===== config.mk =====
export PLATFORM = sky130hd
export DESIGN_NAME = uvp_ctrl
export DESIGN_NICKNAME = d
export VERILOG_FILES = /design/src/include/uvp_pkg.sv /design/src/uvp_ctrl.sv
export SDC_FILE = /design/constraint.sdc
export NUM_CORES = 1
export LEC_CHECK = 0
export ABC_AREA = 1
export ABC_CLOCK_PERIOD_IN_PS = 5700
export BUFFER_PORTS_ARGS = -buffer_cell sky130_fd_sc_hd__buf_2
export CORE_UTILIZATION = 40
export CTS_CLUSTER_SIZE = 10
export DETAILED_ROUTE_END_ITERATION = 16
export HOLD_SLACK_MARGIN = 0.08
export PLACE_DENSITY = 0.67
export SYNTH_ARGS = -nofsm -noshare
export SYNTH_HDL_FRONTEND = slang
export SYNTH_SLANG_ARGS = --single-unit

===== constraint.sdc =====
create_clock -name sys_clk -period 5.7 [get_ports sys_clk]
set_clock_uncertainty 0.1 [all_clocks]
set_input_delay 0.57 -clock sys_clk [delete_from_list [all_inputs] [get_ports sys_clk]]
set_output_delay 0.57 -clock sys_clk [all_outputs]
set_load 0.05 [all_outputs]

===== src/include/uvp_pkg.sv =====
/*
 * Package for the EPROM programmer/reader controller: pin bundle, command
 * codes, timing constants. Assumes a 100 MHz system clock.
 */
`default_nettype none
package uvp_pkg;
	localparam int ADDR_W = 11;
	localparam int DATA_W = 8;
	localparam int CLK_NS = 10;
	// Read access: slowest of address, chip-enable, output-enable delays
	localparam int ACCESS_NS = 450;
	localparam int ACCESS_CYC = (ACCESS_NS + CLK_NS - 1) / CLK_NS;
	// Output float after output enable rises
	localparam int FLOAT_NS = 100;
	localparam int FLOAT_CYC = (FLOAT_NS + CLK_NS - 1) / CLK_NS;
	// Setup and hold around the program pulse
	localparam int SETUP_US = 2;
	localparam int SETUP_CYC = (SETUP_US * 1000 + CLK_NS - 1) / CLK_NS;
	// Program pulse: typical 50 ms, window 45 to 55 ms
	localparam int PULSE_MS = 50;
	localparam int PULSE_MIN_MS = 45;
	localparam int PULSE_MAX_MS = 55;
	localparam int PULSE_CYC = PULSE_MS * 100000;
	localparam int PULSE_MIN_CYC = (PULSE_MIN_MS * 1000000 + CLK_NS - 1) / CLK_NS;
	localparam int PULSE_MAX_CYC = PULSE_MAX_MS * 1000000 / CLK_NS;
	localparam logic [DATA_W-1:0] ERASED = 8'hFF;
	localparam int CNT_W = 23;

	typedef enum logic [1:0] {
		UVP_CMD_READ,
		UVP_CMD_PROGRAM,
		UVP_CMD_VERIFY
	} uvp_cmd_t;

	// Pins toward the memory
	typedef struct packed {
		logic [ADDR_W-1:0] byte_address_lines;
		logic              chip_enable_program_n;
		logic              output_enable_n;
		logic              vpp_high_en;
		logic [DATA_W-1:0] data_out;
		logic              data_oe;
	} uvp_pins_t;
endpackage : uvp_pkg
`default_nettype wire


===== src/uvp_ctrl.sv =====
/*
 * Host-side controller driving a 2048 x 8 UV EPROM: reads, byte programming
 * with verify, and read-only verify. Assumes the memory pins are asynchronous
 * to sys_clk, the core supply is already up, and an external switch obeys
 * vpp_high_en for the 25V programming supply.
 * Limitation: a reset during a pulse drops the supply while chip enable stays high.
 */
// How it works
// RL1 - Read: both enables low, wait access time
// RL2 - Output enable high floats device data
// RL3 - Chip enable high is standby, floated
// RL4 - No extra wake time after standby
// RL5 - Erased bits read as one
// RL6 - Program zeros, any byte, any order
// RL7 - Zero low, one high on lines
// RL8 - 25V, enables set, pulse 45-55 ms
// RL9 - Never exceed maximum program pulse width
// RL10 - Verify: both low, read stored byte
// RL11 - Inhibit: no pulse keeps contents unchanged
// RL12 - Parallel devices, pulse selects data
// RL13 - Programming supply 5V for read modes
// RL14 - Counter-timed 50 ms, verify each byte
// RL15 - Supply order, programming supply via enable
`timescale 1ns/1ns
`default_nettype none
module uvp_ctrl
	import uvp_pkg::*;
#(
	parameter int PULSE_CYCLES = PULSE_CYC
) (
	input  wire logic                      sys_clk,
	input  wire logic                      reset,
	input  wire logic                      cmd_valid,
	input  wire uvp_pkg::uvp_cmd_t         cmd,
	input  wire logic [uvp_pkg::ADDR_W-1:0] cmd_addr,
	input  wire logic [uvp_pkg::DATA_W-1:0] cmd_data,
	input  wire logic [uvp_pkg::DATA_W-1:0] mem_data_in,
	output var uvp_pkg::uvp_pins_t          pins,
	output logic                           busy,
	output logic                           done,
	output logic [uvp_pkg::DATA_W-1:0]     rd_data,
	output logic                           verify_fail
);
	import uvp_pkg::*;

	typedef enum logic [3:0] {
		ST_IDLE, ST_VPP_UP, ST_SETUP, ST_PULSE, ST_HOLD,
		ST_ACCESS, ST_FLOAT, ST_VPP_DOWN
	} uvp_state_t;

	uvp_state_t            state;
	uvp_cmd_t              op;
	logic [CNT_W-1:0]      cnt;
	logic [DATA_W-1:0]     sync_a;
	logic [DATA_W-1:0]     sync_b;
	logic [DATA_W-1:0]     want;

	// Two-stage synchroniser on the data pins
	always_ff @(posedge sys_clk) begin
		sync_a <= mem_data_in;
		sync_b <= sync_a;
	end

	// Sequencer: each phase counts its own cycles
	always_ff @(posedge sys_clk) begin
		if (reset) begin
			state       <= ST_IDLE;
			op          <= UVP_CMD_READ;
			cnt         <= '0;
			want        <= ERASED;
			busy        <= 1'b0;
			done        <= 1'b0;
			// RL5 blank byte reads as all ones
			rd_data     <= ERASED;
			verify_fail <= 1'b0;
			// RL3 standby and floated bus when idle
			pins <= '{byte_address_lines: '0, chip_enable_program_n: 1'b1,
				output_enable_n: 1'b1, vpp_high_en: 1'b0, data_out: ERASED,
				data_oe: 1'b0};
		end else begin
			done <= 1'b0;
			cnt  <= cnt + 1'b1;
			case (state)
				ST_IDLE: begin
					cnt <= '0;
					if (cmd_valid) begin
						op   <= cmd;
						busy <= 1'b1;
						want <= cmd_data;
						// RL7 address held at true logic levels
						pins.byte_address_lines <= cmd_addr;
						pins.chip_enable_program_n <= 1'b0;
						if (cmd == UVP_CMD_PROGRAM) begin
							// RL15 programming supply via enable only
							pins.vpp_high_en <= 1'b1;
							state <= ST_VPP_UP;
						end else begin
							// RL1 both enables low for read
							pins.output_enable_n <= 1'b0;
							state <= ST_ACCESS;
						end
					end
				end
				ST_VPP_UP: begin
					// RL8 data driven with output enable high
					pins.data_out <= want;
					pins.data_oe  <= 1'b1;
					if (cnt == CNT_W'(SETUP_CYC - 1)) begin
						cnt   <= '0;
						state <= ST_SETUP;
					end
				end
				ST_SETUP: begin
					// RL6 zeros in want are written in one pulse
					if (cnt == CNT_W'(SETUP_CYC - 1)) begin
						cnt   <= '0;
						pins.chip_enable_program_n <= 1'b1;
						state <= ST_PULSE;
					end
				end
				ST_PULSE: begin
					// RL14 counter-timed pulse width
					// RL9 pulse ends before the maximum
					if (cnt == CNT_W'(PULSE_CYCLES - 1)) begin
						cnt   <= '0;
						pins.chip_enable_program_n <= 1'b0;
						state <= ST_HOLD;
					end
				end
				ST_HOLD: begin
					// RL8 address, data and supply held after the pulse
					if (cnt == CNT_W'(SETUP_CYC - 1)) begin
						cnt   <= '0;
						pins.data_oe <= 1'b0;
						state <= ST_FLOAT;
					end
				end
				ST_FLOAT: begin
					// Device may still drive for the float time
					if (cnt == CNT_W'(FLOAT_CYC - 1)) begin
						cnt   <= '0;
						// RL10 verify with supply still high
						pins.output_enable_n <= 1'b0;
						state <= ST_ACCESS;
					end
				end
				ST_ACCESS: begin
					// RL4 same access wait after standby; plus sync delay
					if (cnt == CNT_W'(ACCESS_CYC + 2)) begin
						cnt     <= '0;
						rd_data <= sync_b;
						// RL14 check every programmed byte
						verify_fail <= (op != UVP_CMD_READ) && (sync_b != want);
						pins.output_enable_n       <= 1'b1;
						// RL11 after a program stay in inhibit, not standby:
						// chip enable rising at 25V would be a stray pulse
						pins.chip_enable_program_n <= op != UVP_CMD_PROGRAM;
						state <= (op == UVP_CMD_PROGRAM) ? ST_VPP_DOWN : ST_IDLE;
						busy  <= op == UVP_CMD_PROGRAM;
						done  <= op != UVP_CMD_PROGRAM;
					end
				end
				ST_VPP_DOWN: begin
					// RL13 supply back to 5V before next read
					pins.vpp_high_en <= 1'b0;
					if (cnt == CNT_W'(SETUP_CYC - 1)) begin
						cnt   <= '0;
						// RL3 standby only once the supply has settled
						pins.chip_enable_program_n <= 1'b1;
						busy  <= 1'b0;
						done  <= 1'b1;
						state <= ST_IDLE;
					end
				end
				default: state <= ST_IDLE;
			endcase
		end
	end

	// Helper: length of the current program pulse
	// Chip enable high at 25V is a pulse, whatever state caused it
	logic [CNT_W-1:0] pw_cnt;
	always_ff @(posedge sys_clk) begin
		if (reset || pins.chip_enable_program_n == 1'b0)
			pw_cnt <= '0;
		else if (pins.vpp_high_en)
			pw_cnt <= pw_cnt + 1'b1;
	end

	// Pin protocol checks, all on sys_clk and off during reset
	a_pulse_max_width: assert property (@(posedge sys_clk) disable iff (reset) // RL9
		pw_cnt <= CNT_W'(PULSE_MAX_CYC)) else $error("program pulse too long");
	a_pulse_min_width: assert property (@(posedge sys_clk) disable iff (reset) // RL8
		$fell(pins.chip_enable_program_n) && $past(pins.vpp_high_en) |->
		$past(pw_cnt) >= CNT_W'(PULSE_CYCLES - 1)) else $error("pulse too short");
	a_pulse_needs_vpp: assert property (@(posedge sys_clk) disable iff (reset) // RL8
		$rose(pins.chip_enable_program_n) && (pins.vpp_high_en || state == ST_PULSE) |->
		state == ST_PULSE && pins.vpp_high_en && pins.output_enable_n && pins.data_oe)
		else $error("pulse without program setup");
	a_pulse_data_stable: assert property (@(posedge sys_clk) disable iff (reset) // RL8
		state == ST_PULSE |-> $stable(pins.byte_address_lines) && $stable(pins.data_out)
		&& pins.data_oe) else $error("address or data moved during pulse");
	a_idle_standby: assert property (@(posedge sys_clk) disable iff (reset) // RL3
		state == ST_IDLE |-> pins.chip_enable_program_n && pins.output_enable_n
		&& !pins.vpp_high_en && !pins.data_oe) else $error("idle pins not in standby");
	a_verify_low_vpp: assert property (@(posedge sys_clk) disable iff (reset) // RL13
		op == UVP_CMD_VERIFY && state == ST_ACCESS |-> !pins.vpp_high_en)
		else $error("verify command with high supply");
	a_done_one_cycle: assert property (@(posedge sys_clk) disable iff (reset) // RL14
		done |=> !done) else $error("done longer than one cycle");
	a_no_bus_fight: assert property (@(posedge sys_clk) disable iff (reset) // RL2
		pins.data_oe |-> pins.output_enable_n) else $error("both sides drive data");
	a_read_low_vpp: assert property (@(posedge sys_clk) disable iff (reset) // RL13
		op == UVP_CMD_READ && state == ST_ACCESS |-> !pins.vpp_high_en)
		else $error("read with high supply");
	a_verify_result: assert property (@(posedge sys_clk) disable iff (reset) // RL14
		state == ST_ACCESS && cnt == CNT_W'(ACCESS_CYC + 2) && op == UVP_CMD_PROGRAM
		|=> verify_fail == ($past(sync_b) != want)) else $error("verify wrong");
	a_read_done: assert property (@(posedge sys_clk) disable iff (reset) // RL1
		state == ST_IDLE && cmd_valid && cmd == UVP_CMD_READ |=>
		!pins.output_enable_n && !pins.chip_enable_program_n ##(ACCESS_CYC + 3) done)
		else $error("read timing wrong");
	a_vpp_drop: assert property (@(posedge sys_clk) disable iff (reset) // RL15
		$fell(pins.vpp_high_en) |-> !pins.chip_enable_program_n && pins.output_enable_n
		&& !pins.data_oe)
		else $error("supply dropped mid program");
endmodule : uvp_ctrl
`default_nettype wire


# After elaboration in Yosys (flattened, before gate mapping)
# Index checks and enable logic that the tools add are counted.
[word_totals]
wordCells = 95
inputBits = 32
out_inout_bits = 34
reg_bits = 87
[op_classes]
n_mux = 34
n_addsub = 1
eq_ne = 26
n_reduce_logical = 18
[ops]
columns = ["cell", "count"]
rows = [
  ["$pmux W23 S5", 1],
  ["$mux W23", 4],
  ["$mux W4", 8],
  ["$pmux W4 S8", 1],
  ["$add A23 B1 Y23 const B", 1],
  ["$eq A23 B23 Y1 const B", 1],
  ["$eq A23 B4 Y1 const B", 1],
  ["$eq A23 B6 Y1 const B", 1],
  ["$eq A23 B8 Y1 const B", 1],
  ["$ne A2 B2 Y1 const B", 10],
  ["$eq A4 B3 Y1 const B", 4],
  ["$mux W1", 10],
  ["$reduce_and A5 Y1", 2],
  ["$mux W3", 3],
  ["$eq A4 B2 Y1 const B", 2],
  ["$ne A8 B8 Y1", 1],
  ["$reduce_and A8 Y1", 1],
  ["$pmux W1 S2", 3],
  ["$pmux W1 S3", 2],
  ["$reduce_and A2 Y1", 3],
  ["$reduce_bool A2 Y1", 3],
  ["$reduce_bool A3 Y1", 2],
  ["$eq A2 B1 Y1 const B", 2],
  ["$eq A4 B1 Y1 const B", 1],
  ["10 further kinds", 11],
]

# Depth between registers and ports, before layout
# Gate-level depths: netlist of the first run.
[depth]
depth_word = 4
mapped_depth = 12
depth_no_buf = 12

# Least setup slack after synthesis of the first run
# OpenSTA, ideal clock, no wires.
[synth_timing]
path_kind = "register to register"
from = "register cnt[0]"
to = "register cnt[19]"
arrival_ns = 1.579
synth_period_minus_slack_ns = 1.794
required_time_ns = 5.485
path_buffers = 1
path_slack_ns = 3.906
stages_incl_launch_ff = 12
setup_time_ns = 0.115
path_cell_list = "dfxtp_1 ha_1 nand2_1 inv_2 nand2_2 nor2_2 nand3_1 nand2_2 nand2_2 o21ai_4 buf_12 nor2_2"
[synth_via]
elab_chain_cells = 3
elab_cells_between_ends = 10
classes_between = "add/sub (1); eq/ne (4); mux (5)"
[synth_lines]
columns = ["element", "line_no", "text"]
rows = [
  ["from (decl)", "uvp_ctrl.sv:53", "logic [CNT_W-1:0] cnt;"],
  ["from (signal assigned)", "uvp_ctrl.sv:82", "cnt <= cnt + 1'b1;"],
  ["$add A23 B1 Y23, or another cell as far along", "uvp_ctrl.sv:82", ""],
  ["$mux W23, on equally long branches", "n/a", ""],
  ["$pmux W23 S5 (*)", "uvp_ctrl.sv:83", "case (state)"],
]
# Every way passes the cells marked *; elsewhere a longest branch is shown, timed or not.
# A chain may end at the register's enable or synchronous reset.

# Final worst setup path of the first run
[layout_timing]
from = "register state[1]"
to = "register cnt[20]"
[layout_via]
elab_chain_cells = 3
elab_cells_between_ends = 10
classes_between = "eq/ne (7); mux (1); reduce/logical (2)"
[layout_lines]
columns = ["element", "line_no", "text"]
rows = [
  ["from (decl)", "uvp_ctrl.sv:51", "uvp_state_t state;"],
  ["from (signal assigned)", "uvp_ctrl.sv:158", "state <= (op == UVP_CMD_PROGRAM) ? ST_VPP_DOWN : ST_IDLE;"],
  ["$eq A4 B3 Y1, or another cell as far along", "uvp_ctrl.sv:83", ""],
  ["$reduce_or A4 Y1 (no line)", "n/a", ""],
  ["$pmux W23 S5 (*)", "uvp_ctrl.sv:83", ""],
]
# Marked as above.

==> results of run 1 <==
## kinds of logic after synthesis
group                    Yosys count  synth area share, %
XOR/XNOR                          11                 2.62
AND/OR/NAND/NOR                  300                 36.3
buffers and inverters             61                 7.00
flip-flops                        86                 46.8
adder cells (fa/ha/maj)            2                0.679
AO/OA/AOI/OAI                     45                 6.66
## power groups by stage
stage	logic [W]	clock network [W]	registers (W)
4_1_cts	0.000659	0.000439	0.000765
5_1_grt	0.000727	0.000461	0.000779
6_report	0.000653	0.000426	0.000766
3_5_place_dp	0.000657	0	0.000778
2_1_floorplan	0.000356	0	0.000939
3_3_place_gp	0.000652	0	0.000776
## per-stage QoR
step	total power [W]	utilization [%]	hold WS [ns]	instances
finish	0.00184	48.6	0.206	683
global route	0.00197	48.6	0.173	683
CTS	0.00186	48.6	0.183	683
detailed placement	0.00143	46.3	0.212	667
global placement	0.00143	46.3	0.210	667
floorplan	0.00129	-	0.210	505
## worst paths after layout
| check | endpoint | start |
|---|---|---|
| worst max-delay path | cnt[20] | state[1] |
| worst min-delay path | sync_a[7] | mem_data_in[7] |
| worst max register to register | cnt[20] | state[1] |
| worst min register to register | sync_b[2] | sync_a[2] |
## Yosys cell counts, types with 3 or more instances
| library cell | n | area, um^2 |
|---|---|---|
| sky130_fd_sc_hd__a21oi_1 | 14 | 70.1 |
| sky130_fd_sc_hd__clkbuf_1 | 9 | 33.8 |
| sky130_fd_sc_hd__dfxtp_1 | 86 | 1720 |
| sky130_fd_sc_hd__inv_1 | 44 | 165 |
| sky130_fd_sc_hd__inv_2 | 3 | 11.3 |
| sky130_fd_sc_hd__nand2_1 | 115 | 432 |
| sky130_fd_sc_hd__nand2_2 | 5 | 31.3 |
| sky130_fd_sc_hd__nand3_1 | 55 | 275 |
| sky130_fd_sc_hd__nand4_1 | 7 | 43.8 |
| sky130_fd_sc_hd__nor2_1 | 75 | 282 |
| sky130_fd_sc_hd__nor2_2 | 17 | 106 |
| sky130_fd_sc_hd__nor2_4 | 3 | 33.8 |
| sky130_fd_sc_hd__nor3_1 | 16 | 80.1 |
| sky130_fd_sc_hd__o21ai_0 | 26 | 130 |
| sky130_fd_sc_hd__xnor2_1 | 7 | 61.3 |
| sky130_fd_sc_hd__xor2_1 | 4 | 35.0 |
## state kept, by name, indices dropped and copies added, names as in the netlist
signal       count
cnt             23
pins            23
rd_data          8
sync_a           8
sync_b           8
want             8
state            3
op               2
busy             1
done             1
verify_fail      1
## area by class of cell
class	instances	area share, %
Inverter	48	4.21
Multi-Input combinational cell	358	39.8
Clock inverter	7	1.70
Sequential cell	86	40.3
Clock buffer	9	2.90
Tap cell	108	3.16
Timing Repair Buffer	67	7.96
## layer usage
metal	part of all wire (%)	global-route usage, %	up-vias
met3	5.8	5.51	17
li1	-	-	1743
met2	46	30.9	92
met4	2.4	7.23	0
met1	46	23.3	1495
met5	0	0	-
==> key figures, run 1 <==
Run status
  – Result of the run: finished clean

Final layout
  – Synth-to-layout area growth: 16.1%
  – Sequential cell area: 0.00172 mm^2
  – Final net count: 604
  – Antenna diodes: 0
  – Most common library cell in the layout ignoring fill and taps: sky130_fd_sc_hd__nand2_1
  – Most frequent cells in the layout: sky130_fd_sc_hd__nand2_1, sky130_fd_sc_hd__dfxtp_1, sky130_fd_sc_hd__nor2_1
  – Area of the multi-input gates: 0.00170 mm^2
  – Share of post-route cells with drive strength above 1: 20.2%
  – Filler Cell Count: 880
  – Cell area after layout: 0.00428 mm^2

Clock tree
  – Number of H-tree levels: 3
  – Post CTS Setup Buffer Count: 0
  – Number of CTS-inserted buffers: 9
  – Clock Tree Root: sky130_fd_sc_hd__clkbuf_8
  – Clk slew on worst S/H paths: 0.11 ns
  – Maximum root-to-sink buffer count: 2
  – Hold Buf Count CTS: 0
  – TritonCTS clock tree: done
  – Number of gates resized after cts: 0
  – Sink count of the clock tree: 86
  – Clock insertion delay at the later pin of the skew report: 0.36 ns

Worst setup path
  – Reg2reg path depth: 7
  – Start-to-end type of the worst setup path: flop to flop
  – Cell-by-cell trace of the critical path: inv_1 -> nand3_1 -> nand3_1 -> nand2_2 -> nand2_4 -> o21ai_4 -> a21oi_1
  – Max stage delay cell, worst path: sky130_fd_sc_hd__dfxtp_1
  – Setup crit start kind: flop
  – Highest cell delay on the worst timing path: 0.57 ns
  – Kind of end point of the critical path: flop
  – Worst EP arrival: 2.48 ns
  – Highest fanout seen on the critical path: 17
  – Count of buffer and inverter cells on the critical path: 1
  – Worst path top cell family by delay: simple AND/OR/NAND/NOR gates
  – Setup slack of the worst register-to-register path: 3.33 ns
  – Logic depth of the worst path, buffers included: 7
  – Cell repeated most along the worst path: sky130_fd_sc_hd__nand3_1
  – Data required time of the critical path: 5.81 ns

Hold path
  – Hold depth: 1
  – Worst min path class: primary input to flop

GRT
  – Vias in the first global route: 3218
  – Pin count of the biggest net entering global routing: 45
  – Total routing usage reported by global routing: 18.9%
  – Gr ovfl total: 0
  – Global-route wire length before repair: 14.6 mm
  – Number of antenna violations at the first check in global routing: 0

Logic synthesis
  – Post-synthesis instance area: 0.00368 mm^2
  – Dominant synthesized flop cell: sky130_fd_sc_hd__dfxtp_1
  – Synth async-reset ratio: 0%
  – Warning count from the yosys run: 0
  – Number of distinct library cells after synthesis: 31
  – Mean instance size in the synthesized netlist: 7.29 um^2
  – Share of the yosys chip area belonging to registers: 46.8%
  – Count of flip-flops with a built-in enable after synthesis: 0
  – Syn_nets: 539
  – Flip-flop and latch count after synthesis: 86
  – Synthesized netlist cell count: 505

STA
  – Final critical-path share of the clock period: 41.6%
  – Final critical-path setup slack: 3.33 ns
  – Worst rel slew slack: 56.5%
  – Final number of setup-violating endpoints: 0
  – Hold Violations, Final: 0
  – Final critical path time including I/O delays and setup: 2.37 ns
  – Slew at the pin closest to its max-slew limit: 0.651 ns
  – Count of pins over their slew limit: 0
  – Final setup TNS: 0 ns
  – Achievable clock frequency: 422 MHz
  – RSZ-0062 raised after global routing: false

Die
  – Total die area: 0.00959 mm^2
  – Ports placed on the boundary: 66
  – Core box area: 0.00881 mm^2
  – Die extent in y: 97.9 um
  – Effective utilization at floorplan: 41.8%
  – Site Rows: 34
  – Horiz. Die Dim: 97.9 um

Power
  – Switching power: 0.000801 W
  – Leakage power total: 1.95 nW
  – Cell internal power dissipation: 0.00104 W
  – Power share of the combinational group: 35.4%
  – Power per Cell Area: 431 mW/mm^2
  – Maximum ir drop on the vdd rail: 0.300 mV
  – Clock group share of total power: 23.1%
  – Part of the total power dissipated in sequential elements: 41.5%
  – Share of total power consumed by net switching: 43.4%

Placement
  – Worst setup timing slack at the placement stage: 3.36 ns
  – RD Place Congestion: 0.859
  – HPWL after DPL: 6.29 mm
  – Post-Place Cell Area: 0.00408 mm^2
  – Count of port buffers added during placement: 65

Flow run
  – Max Cap Violations: 0

Detailed routing
  – Router iterations before antenna repair: 4
  – Violation count after the first detailed-route iteration: 158
  – Count of unresolved DRC violations after routing: 0
  – Average wire per cell in the routed design: 12.4 um
  – Total number of vias: 3347
  – Overall routed net length: 8.50 mm
  – Remaining antenna violation count after routing: 0
  – Via count normalized by instance count: 4.90
Power figures use the tool's default switching activity.
==> run 2, diff against run 1 <==
--- a/config.mk
+++ b/config.mk
@@ -5,14 +5,14 @@
 export SDC_FILE = /design/constraint.sdc
 export NUM_CORES = 1
 export LEC_CHECK = 0
-export ABC_AREA = 1
-export ABC_CLOCK_PERIOD_IN_PS = 5700
+export ABC_AREA = 0
+export ABC_CLOCK_PERIOD_IN_PS = 2100
 export BUFFER_PORTS_ARGS = -buffer_cell sky130_fd_sc_hd__buf_2
 export CORE_UTILIZATION = 40
 export CTS_CLUSTER_SIZE = 10
 export DETAILED_ROUTE_END_ITERATION = 16
 export HOLD_SLACK_MARGIN = 0.08
-export PLACE_DENSITY = 0.67
+export PLACE_DENSITY = 0.7
 export SYNTH_ARGS = -nofsm -noshare
 export SYNTH_HDL_FRONTEND = slang
 export SYNTH_SLANG_ARGS = --single-unit
==> constraint.sdc (replaced) <==
create_clock -name sys_clk -period 2.1 [get_ports sys_clk]
set_clock_uncertainty 0.1 [all_clocks]
set_input_delay 0.21 -clock sys_clk [delete_from_list [all_inputs] [get_ports sys_clk]]
set_output_delay 0.21 -clock sys_clk [all_outputs]
set_load 0.05 [all_outputs]
==> run 2 against run 1 <==
  * The run now ends with setup timing left
  * First-iteration DRC count increased by 2.5%
  * Area after synthesis decreased by 5.3%
  * Cell area grew 16%
  * Worst hold slack better by 0.021 ns
  * Critical path depth grew 1
  * Wire length is 1.7% higher
  * Die area is 5.2% lower
  * Worst setup slack worse by 4.1 ns
==> key figures, run 2 <==
Die
  – Effective utilization at floorplan: 41.8% (about the same)
  – Core box area: 0.00834 mm^2 (was 0.00881 mm^2)
  – Die extent in y: 95.4 um (was 97.9 um)
  – Site Rows: 33 (was 34)
  – Total die area: 0.00909 mm^2 (was 0.00959 mm^2)
  – Horiz. Die Dim: 95.4 um (was 97.9 um)
  – Ports placed on the boundary: 66 (unchanged)

Detailed routing
  – Total number of vias: 3179 (was 3347)
  – Router iterations before antenna repair: 4 (unchanged)
  – Via count normalized by instance count: 5.03 (was 4.90)
  – Overall routed net length: 8.65 mm (was 8.50 mm)
  – Average wire per cell in the routed design: 13.7 um (was 12.4 um)
  – Violation count after the first detailed-route iteration: 162 (was 158)
  – Remaining antenna violation count after routing: 0 (unchanged)
  – Count of unresolved DRC violations after routing: 0 (unchanged)

Final layout
  – Top flop regs: cnt x23, pins x23 (unchanged)
  – Most frequent cells in the layout: sky130_fd_sc_hd__dfxtp_1, sky130_fd_sc_hd__buf_2, sky130_fd_sc_hd__buf_4 (was sky130_fd_sc_hd__nand2_1, sky130_fd_sc_hd__dfxtp_1, sky130_fd_sc_hd__nor2_1)
  – Antenna diodes: 0 (unchanged)
  – Final net count: 556 (was 604)
  – Cell area after layout: 0.00495 mm^2 (was 0.00428 mm^2)
  – Most common library cell in the layout ignoring fill and taps: sky130_fd_sc_hd__dfxtp_1 (was sky130_fd_sc_hd__nand2_1)
  – Share of post-route cells with drive strength above 1: 33.6% (was 20.2%)
  – Synth-to-layout area growth: 41.9% (was 16.1%)
  – Filler Cell Count: 694 (was 880)

Placement
  – RD Place Congestion: 0.837 (was 0.859)
  – Post-Place Cell Area: 0.00424 mm^2 (was 0.00408 mm^2)
  – HPWL after DPL: 5.59 mm (was 6.29 mm)
  – Count of port buffers added during placement: 65 (unchanged)

STA
  – RSZ-0062 raised after global routing: true (was false)
  – Slew at the pin closest to its max-slew limit: 0.532 ns (was 0.651 ns)
  – Final critical-path setup slack: -0.760 ns (was 3.33 ns)
  – Final number of setup-violating endpoints: 40 (was 0)
  – Achievable clock frequency: 350 MHz (was 422 MHz)
  – Final critical path time including I/O delays and setup: 2.86 ns (was 2.37 ns)
  – Hold slack final: 0.227 ns (was 0.206 ns)
  – Worst rel slew slack: 64.5% (was 56.5%)
  – Hold Violations, Final: 0 (unchanged)
  – Count of pins over their slew limit: 0 (unchanged)
  – Final critical-path share of the clock period: 136% (was 41.6%)

Power
  – Maximum ir drop on the vdd rail: 0.427 mV (was 0.300 mV)
  – Power share of the combinational group: 37.5% (was 35.4%)
  – Part of the total power dissipated in sequential elements: 40.0% (was 41.5%)
  – Switching power: 0.00195 W (was 0.000801 W)
  – Power per Cell Area: 1010 mW/mm^2 (was 431 mW/mm^2)
  – Share of total power consumed by net switching: 39.1% (was 43.4%)
  – Leakage power total: 2.05 nW (was 1.95 nW)
  – Cell internal power dissipation: 0.00303 W (was 0.00104 W)
  – Power Total: 0.00499 W (was 0.00184 W)
  – Clock group share of total power: 22.5% (was 23.1%)

Hold path
  – Worst hold endpoint: verify_fail (was sync_a[7])
  – Worst min path class: primary input to flop (unchanged)
  – Worst Min Path Start: reset (was mem_data_in[7])
  – Hold depth: 2 (was 1)

Worst setup path
  – Worst EP arrival: 3.02 ns (was 2.48 ns)
  – Worst path top cell family by delay: simple AND/OR/NAND/NOR gates (unchanged)
  – Cell-by-cell trace of the critical path: or4_4 -> or4_4 -> or4_4 -> nor3_4 -> buf_12 -> buf_12 -> nor2b_1 -> a211o_1 (was inv_1 -> nand3_1 -> nand3_1 -> nand2_2 -> nand2_4 -> o21ai_4 -> a21oi_1)
  – Kind of end point of the critical path: flop (unchanged)
  – Start-to-end type of the worst setup path: flop to flop (unchanged)
  – Max stage delay cell, worst path: sky130_fd_sc_hd__or4_4 (was sky130_fd_sc_hd__dfxtp_1)
  – Setup slack of the worst register-to-register path: -0.76 ns (was 3.33 ns)
  – Cell repeated most along the worst path: sky130_fd_sc_hd__or4_4 (was sky130_fd_sc_hd__nand3_1)
  – Setup crit start kind: flop (unchanged)
  – Count of buffer and inverter cells on the critical path: 2 (was 1)
  – Startpoint of the lowest-slack register-to-register path: cnt[17] (was state[1])
  – Critical path launch point: cnt[17] (was state[1])
  – Highest cell delay on the worst timing path: 0.54 ns (was 0.57 ns)
  – Highest fanout seen on the critical path: 8 (was 17)
  – Reg2reg path depth: 8 (was 7)
  – Data required time of the critical path: 2.26 ns (was 5.81 ns)
  – Destination of the worst register-to-register timing path: rd_data[5] (was cnt[20])

Logic synthesis
  – Dominant synthesized flop cell: sky130_fd_sc_hd__dfxtp_1 (unchanged)
  – Mean instance size in the synthesized netlist: 9.42 um^2 (was 7.29 um^2)
  – Flip-flop and latch count after synthesis: 86 (unchanged)
  – Warning count from the yosys run: 0 (unchanged)
  – Post-synthesis instance area: 0.00349 mm^2 (was 0.00368 mm^2)
  – Most frequent cell after synthesis: sky130_fd_sc_hd__dfxtp_1 (was sky130_fd_sc_hd__nand2_1)
  – Top post-synthesis cells by area: sky130_fd_sc_hd__dfxtp_1, sky130_fd_sc_hd__nand2_1, sky130_fd_sc_hd__xnor2_1, sky130_fd_sc_hd__a211o_1, sky130_fd_sc_hd__nor2b_1 (was sky130_fd_sc_hd__dfxtp_1, sky130_fd_sc_hd__nand2_1, sky130_fd_sc_hd__nor2_1, sky130_fd_sc_hd__nand3_1, sky130_fd_sc_hd__inv_1)
  – Proportion of netlist area held by the largest area contributor: 49.4% (was 46.8%)
  – Syn_nets: 404 (was 539)
  – Synth async-reset ratio: 0% (unchanged)
  – Cell taking the most area after synthesis: sky130_fd_sc_hd__dfxtp_1 (unchanged)
  – Count of flip-flops with a built-in enable after synthesis: 0 (unchanged)
  – Number of distinct library cells after synthesis: 49 (was 31)
  – Commonest cells in the netlist: sky130_fd_sc_hd__dfxtp_1, sky130_fd_sc_hd__nand2_1, sky130_fd_sc_hd__nor2_1 (was sky130_fd_sc_hd__nand2_1, sky130_fd_sc_hd__dfxtp_1, sky130_fd_sc_hd__nor2_1)
  – Synthesized netlist cell count: 370 (was 505)
  – Share of the yosys chip area belonging to registers: 49.4% (was 46.8%)

GRT
  – Gr ovfl total: 0 (unchanged)
  – Number of antenna violations at the first check in global routing: 0 (unchanged)
  – Global-route wire length before repair: 13.8 mm (was 14.6 mm)
  – Vias in the first global route: 3060 (was 3218)
  – Total routing usage reported by global routing: 19.8% (was 18.9%)
  – Pin count of the biggest net entering global routing: 29 (was 45)

Flow run
  – Max Cap Violations: 0 (unchanged)

Clock tree
  – Clock insertion delay at the later pin of the skew report: 0.36 ns (about the same)
  – Clk slew on worst S/H paths: 0.09 ns (was 0.11 ns)
  – Maximum root-to-sink buffer count: 2 (unchanged)
  – Clock Tree Root: sky130_fd_sc_hd__clkbuf_8 (unchanged)
  – Number of CTS-inserted buffers: 9 (unchanged)
  – TritonCTS clock tree: done (unchanged)
  – Sink count of the clock tree: 86 (unchanged)
  – Number of H-tree levels: 3 (unchanged)

Run status
  – Failing checks: setup timing
  – Result of the run: finished with violations (was finished clean)
## run 2: changes by cell type after synthesis, moves of 12 or more
cell | previous run | this run
sky130_fd_sc_hd__nand2_1 | 115 | 54
sky130_fd_sc_hd__nor2_1 | 75 | 26
sky130_fd_sc_hd__nand3_1 | 55 | 12
sky130_fd_sc_hd__inv_1 | 44 | 4
sky130_fd_sc_hd__o21ai_0 | 26 | 3
sky130_fd_sc_hd__nor2b_1 | 0 | 19
sky130_fd_sc_hd__a211o_1 | 0 | 16
sky130_fd_sc_hd__xnor2_1 | 7 | 19
## run 2: worst max-delay path by stage
stage / endpoint / cells past startpoint
floorplan: cnt[12] / 8
detailed placement: cnt[11] / 6
global route: state[0] / 7
global placement: cnt[14] / 6
finish: rd_data[5] / 8
CTS: state[1] / 7
## run 2: power groups by stage
stage	registers [W]	clock network [W]	logic [W]
after floorplan	0.00237	0	0.000898
after global placement	0.00202	0	0.00160
after detailed placement	0.00202	0	0.00163
after CTS	0.00199	0.00114	0.00184
after global routing	0.00202	0.00122	0.00202
final	0.00199	0.00112	0.00187
## run 2: stage by stage
stage,cells,setup TNS (ns),setup slack (ns),utilization [%]
after floorplan,370,-26.74,-0.761,-
after global placement,574,-24.20,-0.674,50.9
after detailed placement,574,-26.94,-0.752,50.9
after CTS,630,-27.41,-0.741,58.6
after global routing,632,-30.71,-0.832,59.3
final,632,-27.85,-0.760,59.3
## run 2: area by class of cell
class | count | area, um^2 | share of cell area, %
clock inverters | 6 | 55.1 | 1.11
well taps | 105 | 131 | 2.66
repair buffers | 157 | 1140 | 23.1
inverters | 4 | 15.0 | 0.303
multi-input cells | 264 | 1740 | 35.3
clock buffers | 10 | 138 | 2.78
flip-flops and latches | 86 | 1720 | 34.8
## run 2: routing by layer
| layer | global-route usage [%] | part of all wire, % |
|---|---|---|
| met5 | 0 | 0 |
| met4 | 8.08 | 1.6 |
| met3 | 4.86 | 4.5 |
| met2 | 32.8 | 48 |
| met1 | 24.6 | 46 |
## run 2: worst reg2reg max path, delay by kind of cell (launching register included)
family                 cells  cell delay (ns)
and+or+nand+nor            5             1.81
DFF                        1             0.33
buffers and inverters      2             0.27
AOI/OAI and AO/OA          1             0.26
## run 2: repair_timing
action,in CTS,in global routing
pin swaps,6,11
resized for setup,9,10
endpoints found under the setup margin,39,40
setup buffers,7,2
hold buffers,29,0
cloned,4,0
hold endpoints to repair,29,0
## run 2: logic make-up after synthesis
| family | synth area share (%) |
|---|---|
| muxes | 0.287 |
| xor gates and xnor gates | 8.04 |
| AOI/OAI and AO/OA | 13.7 |
| adders and majority gates | 0.718 |
| and+or+nand+nor | 24.2 |
| DFF | 49.4 |
| buffers and inverters | 3.59 |
==> run 3, diff against run 2 <==
--- a/config.mk
+++ b/config.mk
@@ -5,9 +5,10 @@
 export SDC_FILE = /design/constraint.sdc
 export NUM_CORES = 1
 export LEC_CHECK = 0
-export ABC_AREA = 0
+export ABC_AREA = 1
 export ABC_CLOCK_PERIOD_IN_PS = 2100
 export BUFFER_PORTS_ARGS = -buffer_cell sky130_fd_sc_hd__buf_2
+export CORE_MARGIN = 2
 export CORE_UTILIZATION = 40
 export CTS_CLUSTER_SIZE = 10
 export DETAILED_ROUTE_END_ITERATION = 16
==> run 3 against run 2 <==
  * Cell area decreased by 6.0%
  * Global-route usage decreased by 1.4 points
  * The flow now finishes without violations
  * Worst setup slack improved by 0.95 ns
  * Clock-buffer cell count decreased by 1
  * Critical path depth unchanged
  * Register-to-register slack improved by 0.95 ns
  * Sequential share of layout area increased by 2.2 points
  * Die area increased by 9.9%
  * Clock power increased by 5%
  * Largest power group unchanged
==> key figures, run 3 (same netlist as run 1, synthesis figures left out) <==
Worst setup path
  – Worst path top cell family by delay: flip-flops (was simple AND/OR/NAND/NOR gates)
  – Data required time of the critical path: 2.24 ns (was 2.26 ns)
  – Critical path launch point: state[1] (was cnt[17])
  – Highest cell delay on the worst timing path: 0.58 ns (was 0.54 ns)
  – Worst EP arrival: 2.04 ns (was 3.02 ns)
  – Cell-by-cell trace of the critical path: inv_1 -> nand3_1 -> nand3_1 -> nand2_2 -> nand2_4 -> o21ai_4 -> buf_12 -> nor3_1 (was or4_4 -> or4_4 -> or4_4 -> nor3_4 -> buf_12 -> buf_12 -> nor2b_1 -> a211o_1)
  – Worst setup path endpoint: cnt[16] (was rd_data[5])
  – Highest fanout seen on the critical path: 17 (was 8)
  – Destination of the worst register-to-register timing path: cnt[16] (was rd_data[5])
  – Max stage delay cell, worst path: sky130_fd_sc_hd__dfxtp_1 (was sky130_fd_sc_hd__or4_4)
  – Reg2reg path depth: 8 (unchanged)
  – Logic depth of the worst path, buffers included: 8 (unchanged)
  – Kind of end point of the critical path: flop (unchanged)
  – Cell repeated most along the worst path: sky130_fd_sc_hd__nand3_1 (was sky130_fd_sc_hd__or4_4)
  – Setup crit start kind: flop (unchanged)
  – Count of buffer and inverter cells on the critical path: 2 (unchanged)
  – Setup slack of the worst register-to-register path: 0.19 ns (was -0.76 ns)
  – Start-to-end type of the worst setup path: flop to flop (unchanged)
  – Startpoint of the lowest-slack register-to-register path: state[1] (was cnt[17])

STA
  – Final setup TNS: 0 ns (was -27.85 ns)
  – Slew at the pin closest to its max-slew limit: 0.403 ns (was 0.532 ns)
  – Final critical-path share of the clock period: 90.7% (was 136%)
  – Worst rel slew slack: 73.1% (was 64.5%)
  – Count of pins over their slew limit: 0 (unchanged)
  – Hold Violations, Final: 0 (unchanged)
  – RSZ-0062 raised after global routing: false (was true)
  – Final critical path time including I/O delays and setup: 1.91 ns (was 2.86 ns)
  – Achievable clock frequency: 525 MHz (was 350 MHz)
  – Final number of setup-violating endpoints: 0 (was 40)

Die
  – Total die area: 0.00999 mm^2 (was 0.00909 mm^2)
  – Core box area: 0.00906 mm^2 (was 0.00834 mm^2)
  – Site Rows: 35 (was 33)
  – Die extent in y: 99.9 um (was 95.4 um)
  – Effective utilization at floorplan: 40.6% (was 41.8%)
  – Horiz. Die Dim: 99.9 um (was 95.4 um)
  – Ports placed on the boundary: 66 (unchanged)

Detailed routing
  – Overall routed net length: 8.77 mm (was 8.65 mm)
  – Violation count after the first detailed-route iteration: 165 (was 162)
  – Via count normalized by instance count: 4.85 (was 5.03)
  – Remaining antenna violation count after routing: 0 (unchanged)
  – Average wire per cell in the routed design: 12.1 um (was 13.7 um)
  – Count of unresolved DRC violations after routing: 0 (unchanged)
  – Router iterations before antenna repair: 4 (unchanged)
  – Total number of vias: 3505 (was 3179)

Clock tree
  – Maximum root-to-sink buffer count: 2 (unchanged)
  – Clock insertion delay at the later pin of the skew report: 0.37 ns (was 0.36 ns)
  – TritonCTS clock tree: done (unchanged)
  – Clock Tree Root: sky130_fd_sc_hd__clkbuf_8 (unchanged)
  – Sink count of the clock tree: 86 (unchanged)
  – Number of CTS-inserted buffers: 9 (unchanged)
  – Number of H-tree levels: 3 (unchanged)
  – Post CTS Setup Buffer Count: 0 (was 7)
  – Clk slew on worst S/H paths: 0.11 ns (was 0.09 ns)

Final layout
  – Final net count: 641 (was 556)
  – Filler Cell Count: 837 (was 694)
  – Synth-to-layout area growth: 26.3% (was 41.9%)
  – Most common library cell in the layout ignoring fill and taps: sky130_fd_sc_hd__nand2_1 (was sky130_fd_sc_hd__dfxtp_1)
  – Top flop regs: cnt x23, pins x23 (unchanged)
  – Share of post-route cells with drive strength above 1: 20.1% (was 33.6%)
  – Antenna diodes: 0 (unchanged)
  – Most frequent cells in the layout: sky130_fd_sc_hd__nand2_1, sky130_fd_sc_hd__dfxtp_1, sky130_fd_sc_hd__nor2_1 (was sky130_fd_sc_hd__dfxtp_1, sky130_fd_sc_hd__buf_2, sky130_fd_sc_hd__buf_4)

Run status
  – Result of the run: finished clean (was finished with violations)

GRT
  – Global-route wire length before repair: 14.9 mm (was 13.8 mm)
  – Total routing usage reported by global routing: 18.5% (was 19.8%)
  – Pin count of the biggest net entering global routing: 44 (was 29)
  – Vias in the first global route: 3404 (was 3060)
  – Number of antenna violations at the first check in global routing: 0 (unchanged)
  – Gr ovfl total: 0 (unchanged)

Placement
  – HPWL after DPL: 6.19 mm (was 5.59 mm)
  – Count of port buffers added during placement: 65 (unchanged)
  – RD Place Congestion: 0.936 (was 0.837)

Power
  – Maximum ir drop on the vdd rail: 0.883 mV (was 0.427 mV)
  – Power Total: 0.00517 W (was 0.00499 W)
  – Leakage power total: 2.12 nW (was 2.05 nW)
  – Power per Cell Area: 1110 mW/mm^2 (was 1010 mW/mm^2)

Flow run
  – Max Cap Violations: 0 (unchanged)

Hold path
  – Worst min path class: primary input to flop (unchanged)
-- run 3: worst min path at each step --
stage	startpoint	endpoint	slack, ns	depth (start not counted)
after detailed placement	sync_a[1]	sync_b[1]	0.21	0
after global routing	cmd_valid	pins[9]	0.20	5
after global placement	sync_a[5]	sync_b[5]	0.21	0
after floorplan	mem_data_in[0]	sync_a[0]	0.14	0
after CTS	cmd_valid	pins[9]	0.14	5
final	cmd_valid	pins[9]	0.16	5
-- run 3: power by group --
group,internal (W),switching (W),total (W)
sequential,0.00188,0.000183,0.00206
combinational,0.000600,0.00133,0.00193
clock,0.000473,0.000702,0.00118
-- run 3: per-stage QoR --
stage | setup WS, ns | cells | hold slack (ns) | utilization (%) | cell area, um^2
2_1_floorplan | 0.306 | 505 | 0.138 | - | 3680
3_3_place_gp | 0.321 | 677 | 0.210 | 45.8 | 4150
3_5_place_dp | 0.254 | 677 | 0.212 | 45.8 | 4150
4_1_cts | 0.229 | 723 | 0.142 | 51.3 | 4650
5_1_grt | 0.0240 | 723 | 0.201 | 51.3 | 4650
6_report | 0.194 | 723 | 0.157 | 51.3 | 4650
-- run 3: worst min-delay path: cells and delay by family --
| family | cells | cell delay [ns] |
|---|---|---|
| buf+inv | 2 | 0.17 |
| simple gates | 1 | 0.04 |
| compound gates | 2 | 0.18 |
-- run 3: repair_timing --
item                                    4_1_cts  5_1_grt
hold endpoints to repair                     32        0
gates resized for setup                       0        0
endpoints found under the setup margin        0        0
hold buffers                                 30        0
-- run 3: metal layers --
layer  share of wire [%]  vias up  global-route usage (%)  wire length [um]
met3                 5.6       11                    5.57               494
li1                    -     1821                       -                 -
met2                  48      103                    31.9              4200
met4                 1.3        0                    4.95               114
met5                   0        -                       0                 0
met1                  45     1570                    22.5              3960
-- run 3: final cells by class --
type / instances / area [um^2] / share of cell area (%)
clock inverters: 7 / 76.3 / 1.64
flip-flops and latches: 86 / 1720 / 37.0
inverters: 48 / 180 / 3.88
well taps: 111 / 139 / 2.99
multi-input cells: 358 / 1700 / 36.6
repair buffers: 104 / 706 / 15.2
clock buffers: 9 / 124 / 2.66
